$ cat src/spr_params.svh
// Constants for the serial port route and enable block: offsets, fields, reset values, timing.
// Behaviour
// - Input select high passes primary serial input to recovery, low passes secondary.
// - Loopback routes each channel's transmit stream into its own receive recovery.
// - During loopback every enabled serial driver outputs a steady logic one.
// - During loopback both external serial inputs of every channel are ignored.
// - Latch enable high makes the output-enable latch follow the eight enable bits.
// - A driver is enabled when its enable bit is high, powered down when low.
// - Latch enable falling holds the last enable values; controller keeps bus stable.
// - Sampled reset clears the output-enable latch, disabling every serial driver.
// - Reset acts only on a clock edge; outputs settle within sixteen cycles.
`ifndef SPR_PARAMS_SVH
`define SPR_PARAMS_SVH

// Register byte offsets.
`define SPR_CTRL_OFF        8'h00
`define SPR_ENBUS_OFF       8'h04
`define SPR_STATUS_OFF      8'h08

// Control register fields.
`define SPR_CTRL_LOOP_BIT   0
`define SPR_CTRL_SEL_LSB    4
`define SPR_CTRL_LE_BIT     8
`define SPR_CTRL_MASK       32'h0000_01f1

// Status register fields.
`define SPR_STAT_EN_LSB     0
`define SPR_STAT_LOOP_BIT   8

// Reset values.
`define SPR_CTRL_RST        32'h0000_0000
`define SPR_ENBUS_RST       8'h00
`define SPR_LATCH_RST       8'h00

// Bus responses.
`define SPR_RESP_OKAY       2'b00
`define SPR_RESP_SLVERR     2'b10

// Longest settle time after reset release, in reference clock cycles.
`define SPR_SETTLE_CYC      16

`endif

$ cat src/spr_pkg.sv
// Types and shared helpers of the serial port route and enable block.
package spr_pkg;

   typedef logic [3:0]  spr_chan_t;
   typedef logic [7:0]  spr_en_t;
   typedef logic [31:0] spr_word_t;

   // Merges a bus write into a stored word, byte lane by byte lane.
   function automatic spr_word_t spr_merge(input spr_word_t old_w,
                                           input spr_word_t new_w,
                                           input logic [3:0] strb);
      spr_word_t res;
      res = old_w;
      for (int i = 0; i < 4; i++)
      begin
         if (strb[i])
         begin
            res[8*i +: 8] = new_w[8*i +: 8];
         end
      end
      return res;
   endfunction : spr_merge

endpackage : spr_pkg

$ cat src/spr_route_enable.sv
// Serial path router and driver enable control with an AXI4-Lite register slave.
`include "spr_params.svh"
module spr_route_enable
   import spr_pkg::*;
(
   input  wire logic        aclk,
   input  wire logic        aresetn,
   input  wire logic [7:0]  s_axi_awaddr,
   input  wire logic [2:0]  s_axi_awprot,
   input  wire logic        s_axi_awvalid,
   output logic             s_axi_awready,
   input  wire logic [31:0] s_axi_wdata,
   input  wire logic [3:0]  s_axi_wstrb,
   input  wire logic        s_axi_wvalid,
   output logic             s_axi_wready,
   output logic [1:0]       s_axi_bresp,
   output logic             s_axi_bvalid,
   input  wire logic        s_axi_bready,
   input  wire logic [7:0]  s_axi_araddr,
   input  wire logic [2:0]  s_axi_arprot,
   input  wire logic        s_axi_arvalid,
   output logic             s_axi_arready,
   output logic [31:0]      s_axi_rdata,
   output logic [1:0]       s_axi_rresp,
   output logic             s_axi_rvalid,
   input  wire logic        s_axi_rready,
   input  wire spr_chan_t   primary_serial_in,
   input  wire spr_chan_t   secondary_serial_in,
   input  wire spr_chan_t   tx_serial_data,
   output spr_chan_t        cdr_serial_in,
   output spr_en_t          serial_driver_out,
   output spr_en_t          serial_driver_en
);

   // Write channel holding registers; address and data may arrive in either order.
   logic        aw_held_r;
   logic [7:0]  aw_addr_r;
   logic        w_held_r;
   spr_word_t   w_data_r;
   logic [3:0]  w_strb_r;
   logic        bvalid_r;
   logic [1:0]  bresp_r;
   logic        rvalid_r;
   spr_word_t   rdata_r;
   logic [1:0]  rresp_r;
   spr_word_t   ctrl_r;
   spr_en_t     enbus_r;
   spr_chan_t   cdr_r;
   spr_en_t     drv_out_r;

   wire logic      aw_take   = s_axi_awvalid && s_axi_awready;
   wire logic      w_take    = s_axi_wvalid && s_axi_wready;
   wire logic      ar_take   = s_axi_arvalid && s_axi_arready;
   wire logic      do_write  = aw_held_r && w_held_r && !bvalid_r;
   wire logic      wr_ctrl   = do_write && (aw_addr_r == `SPR_CTRL_OFF);
   wire logic      wr_enbus  = do_write && (aw_addr_r == `SPR_ENBUS_OFF);
   wire logic      wr_status = do_write && (aw_addr_r == `SPR_STATUS_OFF);
   wire logic      wr_hit    = wr_ctrl || wr_enbus || wr_status;
   wire spr_en_t   latch_q;
   wire logic      lb        = ctrl_r[`SPR_CTRL_LOOP_BIT];
   wire spr_chan_t sel       = ctrl_r[`SPR_CTRL_SEL_LSB +: 4];
   wire logic      le        = ctrl_r[`SPR_CTRL_LE_BIT];
   wire spr_word_t status_w  = {23'h00_0000, lb, latch_q};

   // Writes merge the held data by byte lane; unused control bits always read back as zero.
   // Writes to the status word are accepted and dropped, so software sees no error for it.
   wire spr_word_t ctrl_nxt  = spr_merge(ctrl_r, w_data_r, w_strb_r) & `SPR_CTRL_MASK;
   wire spr_word_t enbus_wd  = spr_merge({24'h00_0000, enbus_r}, w_data_r, w_strb_r);
   wire spr_en_t   enbus_nxt = enbus_wd[7:0];

   // Read decode; an unmapped offset reads zero with a slave error.
   wire spr_word_t rd_word   = (s_axi_araddr == `SPR_CTRL_OFF)   ? ctrl_r :
                               (s_axi_araddr == `SPR_ENBUS_OFF)  ? {24'h00_0000, enbus_r} :
                               (s_axi_araddr == `SPR_STATUS_OFF) ? status_w : 32'h0000_0000;
   wire logic      rd_hit    = (s_axi_araddr == `SPR_CTRL_OFF) ||
                               (s_axi_araddr == `SPR_ENBUS_OFF) ||
                               (s_axi_araddr == `SPR_STATUS_OFF);

   // Serial routing: loopback overrides the selector so the pins can never reach recovery.
   wire spr_chan_t ext_in    = (sel & primary_serial_in) | (~sel & secondary_serial_in);
   wire spr_chan_t cdr_nxt   = lb ? tx_serial_data : ext_in;
   // Both drivers of a channel carry the same stream; loopback holds them at one.
   wire spr_en_t   drv_nxt   = lb ? 8'hff : {tx_serial_data, tx_serial_data};

   assign s_axi_awready = !aw_held_r && !bvalid_r;
   assign s_axi_wready  = !w_held_r && !bvalid_r;
   assign s_axi_bvalid  = bvalid_r;
   assign s_axi_bresp   = bresp_r;
   assign s_axi_arready = !rvalid_r;
   assign s_axi_rvalid  = rvalid_r;
   assign s_axi_rdata   = rdata_r;
   assign s_axi_rresp   = rresp_r;
   assign cdr_serial_in     = cdr_r;
   assign serial_driver_out = drv_out_r;
   // Each latch bit is the power enable of its driver, high meaning on.
   assign serial_driver_en  = latch_q;

   // Enable latch, fed from the enable bus register and the latch enable bit.
   spr_enable_latch u_latch (
      .clk      (aclk),
      .rst_n    (aresetn),
      .latch_en (le),
      .en_bus   (enbus_r),
      .en_out   (latch_q)
   );

   // Write address and data capture.
   always_ff @(posedge aclk)
   begin
      if (!aresetn)
      begin
         aw_held_r <= 1'b0;
         aw_addr_r <= 8'h00;
         w_held_r  <= 1'b0;
         w_data_r  <= 32'h0000_0000;
         w_strb_r  <= 4'h0;
      end
      else
      begin
         aw_held_r <= do_write ? 1'b0 : (aw_held_r || aw_take);
         w_held_r  <= do_write ? 1'b0 : (w_held_r || w_take);
         if (aw_take)
            aw_addr_r <= {s_axi_awaddr[7:2], 2'b00};
         if (w_take)
         begin
            w_data_r <= s_axi_wdata;
            w_strb_r <= s_axi_wstrb;
         end
      end
   end

   // Write response.
   always_ff @(posedge aclk)
   begin
      if (!aresetn)
      begin
         bvalid_r <= 1'b0;
         bresp_r  <= `SPR_RESP_OKAY;
      end
      else if (do_write)
      begin
         bvalid_r <= 1'b1;
         bresp_r  <= wr_hit ? `SPR_RESP_OKAY : `SPR_RESP_SLVERR;
      end
      else if (s_axi_bready)
         bvalid_r <= 1'b0;
   end

   // Control registers.
   always_ff @(posedge aclk)
   begin
      if (!aresetn)
      begin
         ctrl_r  <= `SPR_CTRL_RST;
         enbus_r <= `SPR_ENBUS_RST;
      end
      else
      begin
         if (wr_ctrl)
            ctrl_r <= ctrl_nxt;
         if (wr_enbus)
            enbus_r <= enbus_nxt;
      end
   end

   // Read channel; the answer follows one cycle after the address is taken.
   always_ff @(posedge aclk)
   begin
      if (!aresetn)
      begin
         rvalid_r <= 1'b0;
         rdata_r  <= 32'h0000_0000;
         rresp_r  <= `SPR_RESP_OKAY;
      end
      else if (ar_take)
      begin
         rvalid_r <= 1'b1;
         rdata_r  <= rd_word;
         rresp_r  <= rd_hit ? `SPR_RESP_OKAY : `SPR_RESP_SLVERR;
      end
      else if (s_axi_rready)
         rvalid_r <= 1'b0;
   end

   // Serial path registers, cleared by the clocked reset so outputs are known at once.
   always_ff @(posedge aclk)
   begin
      if (!aresetn)
      begin
         cdr_r     <= 4'h0;
         drv_out_r <= 8'h00;
      end
      else
      begin
         cdr_r     <= cdr_nxt;
         drv_out_r <= drv_nxt;
      end
   end
endmodule : spr_route_enable

$ cat src/spr_enable_latch.sv
// Output-enable latch: following the bus one clock late while enabled, holding while closed, cleared by reset.
`include "spr_params.svh"
module spr_enable_latch
   import spr_pkg::*;
(
   input  wire logic    clk,
   input  wire logic    rst_n,
   input  wire logic    latch_en,
   input  wire spr_en_t en_bus,
   output spr_en_t      en_out
);

   spr_en_t latch_r;
   spr_en_t latch_nxt;

   // Open latch follows the bus; a closed one keeps the value seen on its last open cycle.
   assign latch_nxt = latch_en ? en_bus : latch_r;
   assign en_out    = latch_r;

   // Reset is sampled on the clock like every other control input.
   always_ff @(posedge clk)
   begin
      if (!rst_n)
         latch_r <= `SPR_LATCH_RST;
      else
         latch_r <= latch_nxt;
   end

endmodule : spr_enable_latch

$ cat config.mk
export PLATFORM = sky130hd
export DESIGN_NAME = spr_route_enable
export DESIGN_NICKNAME = d
export VERILOG_FILES = /design/src/spr_pkg.sv /design/src/spr_route_enable.sv /design/src/spr_enable_latch.sv
export VERILOG_INCLUDE_DIRS = /design/src
export SDC_FILE = /design/constraint.sdc
export NUM_CORES = 1
export LEC_CHECK = 0
export BUFFER_PORTS_ARGS = -buffer_cell sky130_fd_sc_hd__buf_2
export CORE_MARGIN = 10
export CORE_UTILIZATION = 38
export CTS_CLUSTER_SIZE = 40
export DETAILED_ROUTE_END_ITERATION = 12
export GPL_ROUTABILITY_DRIVEN = 0
export PLACE_DENSITY = 0.68
export SLEW_MARGIN = 5
export SYNTH_ARGS = -nofsm -noshare
export SYNTH_HDL_FRONTEND = slang
export SYNTH_SLANG_ARGS = --single-unit
export TNS_END_PERCENT = 20
$ cat constraint.sdc
create_clock -name aclk -period 3.5 [get_ports aclk]
set_input_delay 0.175 -clock aclk [delete_from_list [all_inputs] [get_ports aclk]]
set_output_delay 0.175 -clock aclk [all_outputs]
set_load 0.05 [all_outputs]
==> results_dict.tcl <==
set metrics [dict create \
    status "finished, final reports clean" \
    crit_required_ns 3.75 \
    insertion_delay_ns 0.33 \
    hpwl_um 5042 \
    max_stage_delay_ns 0.74 \
    synth-async-reset-ratio 0 \
    worstMarginPinSlew_ns 1.191 \
    cts_root_buf "clkbuf_8" \
    cp_slowest_cell "nor4_4" \
    fin_crit_sh 0.5894 \
    num_vias 2213 \
    drc 0 \
    met1Wirelength_um 2995 \
    cts-resized-gates 0 \
    grt_overflow_total 0 \
    synth-seq-cells 62 \
    fin_nets 443 \
    cap_viol_max_count 0 \
    power.density_mw_per_mm2 500.1 \
    yosysWarnings 0 \
    antenna_found_initial 0 \
    hold_buffers 0 \
    max-vdd-ir-drop_uv 272.6 \
    dpl.cell_count 454 \
    top_layer "met4" \
    arrival_ns 2.32 \
    ys_types 38 \
    syn_inst 295 \
    drive_gt1_frac 0.2695 \
    crit_type "reg -> reg" \
    yosysTopAreaCell "dfxtp_1" \
    synth_top_area_share 0.4332 \
    finalNonFillerCells 470 \
    wl_met3_um 850 \
    ys_seq_area_frac 0.4332 \
    cts.sinks 62 \
    ios 138 \
    drv_slew 0 \
    core_area_mm2 0.007292 \
    maxSlewHeadroom 0.2041 \
    cts_made_buffers 9 \
    wl_met2_um 2882 \
    worst_setup_path_end_kind "register" \
    cp-start-kind "register" \
    setup_violations 0 \
    synthTopCellsByCount "dfxtp_1 (62), mux2i_1 (43), nand2_1 (33), nor2b_1 (33), buf_4 (29)" \
    die_w_um 106.8 \
    totalPowerFinal_mw 1.723 \
    syn2layout_area_growth_pct 20.22 \
    initial_utilization 0.3929 \
    syn_area_per_cell_um2 9.713 \
    clock.fmax_mhz 484.8 \
    rsz0062_at_grt "false" \
    yosysMostFrequentCell "dfxtp_1" \
    synth_area_leaders "dfxtp_1 (43%), mux2i_1 (15%), buf_4 (7.6%)" \
    grt_pass1_vias 2245 \
    hp-class "in -> reg" \
    hold_viol 0 \
    post_cts_buffers 0 \
    die_y_um 106.8 \
    worst_hold_slack_ns 0.04997 \
    fp-row-count 31 \
    skew_ns 0.01056 \
    avgViaCountPerCell 4.709 \
    crit_fanout 8 \
    multi_input_area_mm2 0.001435 \
    setup_tns_ns 0 \
    syn_area_mm2 0.002865 \
    die-area_mm2 0.01141 \
    synth_ff_type "dfxtp_1" \
    tritoncts "yes" \
    grt_pass1_wl_um 11040 \
    numPortBuffers 79 \
    ant_nets 0 \
    drt_wl_total_um 6754 \
    wire_per_inst_um 14.37 \
    grt_util_all_layers 0.1178 \
    antenna_cells 0 \
    drtIter0Drc 123 \
    cts.htree.levels 3 \
    synth_edf_count 0 \
    period_needed_ns 2.063 \
    path_cells "or4_1 > nor4_4 > mux2i_1" \
    cts.clk_slew.worst_paths_ns 0.07 \
    nFillCells 728 \
    first_pass_iters 4 \
    grt_max_degree 72 \
    clock_path_buffers 2 \
    p_leak_nw 1.447 \
    regArea_mm2 0.001241 \
]
report_power, final:
group / total [mW] / switching (mW) / internal (mW)
Clock: 0.726 / 0.267 / 0.459
Combinational: 0.250 / 0.179 / 0.0714
Sequential: 0.746 / 0.0164 / 0.730
Total: 1.72 / 0.463 / 1.26
worst paths after layout:
path	startpoint	endpoint	slack, ns	depth (start not counted)
worst max-delay path	aw_addr_r[4]$_SDFFE_PN0P_	enbus_r[1]$_SDFFE_PN0P_	1.44	3
worst max register to register	aw_addr_r[4]$_SDFFE_PN0P_	enbus_r[1]$_SDFFE_PN0P_	1.44	3
worst min-delay path	tx_serial_data[3]	serial_driver_out[3]$_SDFF_PN0_	0.05	2
worst min register to register	s_axi_rdata[8]$_SDFFE_PN0P_	s_axi_rdata[8]$_SDFFE_PN0P_	0.46	2
final cells by class:
type | instances | share of cell area
Multi-Input combinational cell | 211 | 0.4166
Sequential cell | 62 | 0.3603
Timing Repair Buffer | 80 | 0.1170
Clock buffer | 13 | 0.04904
Tap cell | 99 | 0.03596
Clock inverter | 3 | 0.01889
Inverter | 2 | 0.002179
metrics by stage:
| stage | utilization | worst slack [ns] | instance area, um^2 |
|---|---|---|---|
| floorplan | - | 1.707 | 2955 |
| global placement | 0.4403 | 1.446 | 3211 |
| detailed placement | 0.4403 | 1.440 | 3211 |
| CTS | 0.4724 | 1.398 | 3445 |
| global route | 0.4724 | 1.295 | 3445 |
| finish | 0.4724 | 1.437 | 3445 |
cells in the final DEF (no fill, tap or decap), types with 3 or more instances in the layout:
cell and n:
o21ai_0 5, clkbuf_8 12, and3b_1 6, o21a_1 4
nor2_1 3, nor2b_1 33, nand2_1 33, or4_1 3
mux2i_1 43, a21boi_0 5, and2_1 5, or3_1 3
conb_1 25, nand2b_1 7, o2111ai_1 3, dfxtp_1 62
a21oi_1 3, o2bb2ai_1 3, a32o_1 3, buf_2 79
sequential cells by signal, indices dropped and copies added, names as in the netlist, 4 cells and up:
| register | cells |
|---|---|
| aw_addr_r | 6 |
| cdr_serial_in | 4 |
| ctrl_r | 6 |
| enbus_r | 8 |
| s_axi_rdata | 9 |
| serial_driver_out | 4 |
| u_latch.en_out | 8 |
| w_data_r | 9 |
metal layers:
| metal | vias to the layer above | global-route usage |
|---|---|---|
| met5 | - | 0 |
| met4 | 0 | 0.03095 |
| met3 | 4 | 0.07605 |
| met2 | 98 | 0.1760 |
| met1 | 1009 | 0.1365 |
| li1 | 1102 | - |
worst max-delay path, delay by kind of cell (launching register included):
family	cells	cell delay, ns
muxes	1	0.26
and+or+nand+nor	2	1.41
DFF	1	0.31
logic make-up (layout without fill, tap and decap cells):
group	after synthesis	count (layout)	share of synthesized area
other	1	25	0.001309
AOI/OAI and AO/OA	33	33	0.08778
and+or+nand+nor	109	109	0.2245
DFF	62	62	0.4332
muxes	44	44	0.1541
buffers and inverters	46	98	0.09913
(Power assumes the default switching activity.)
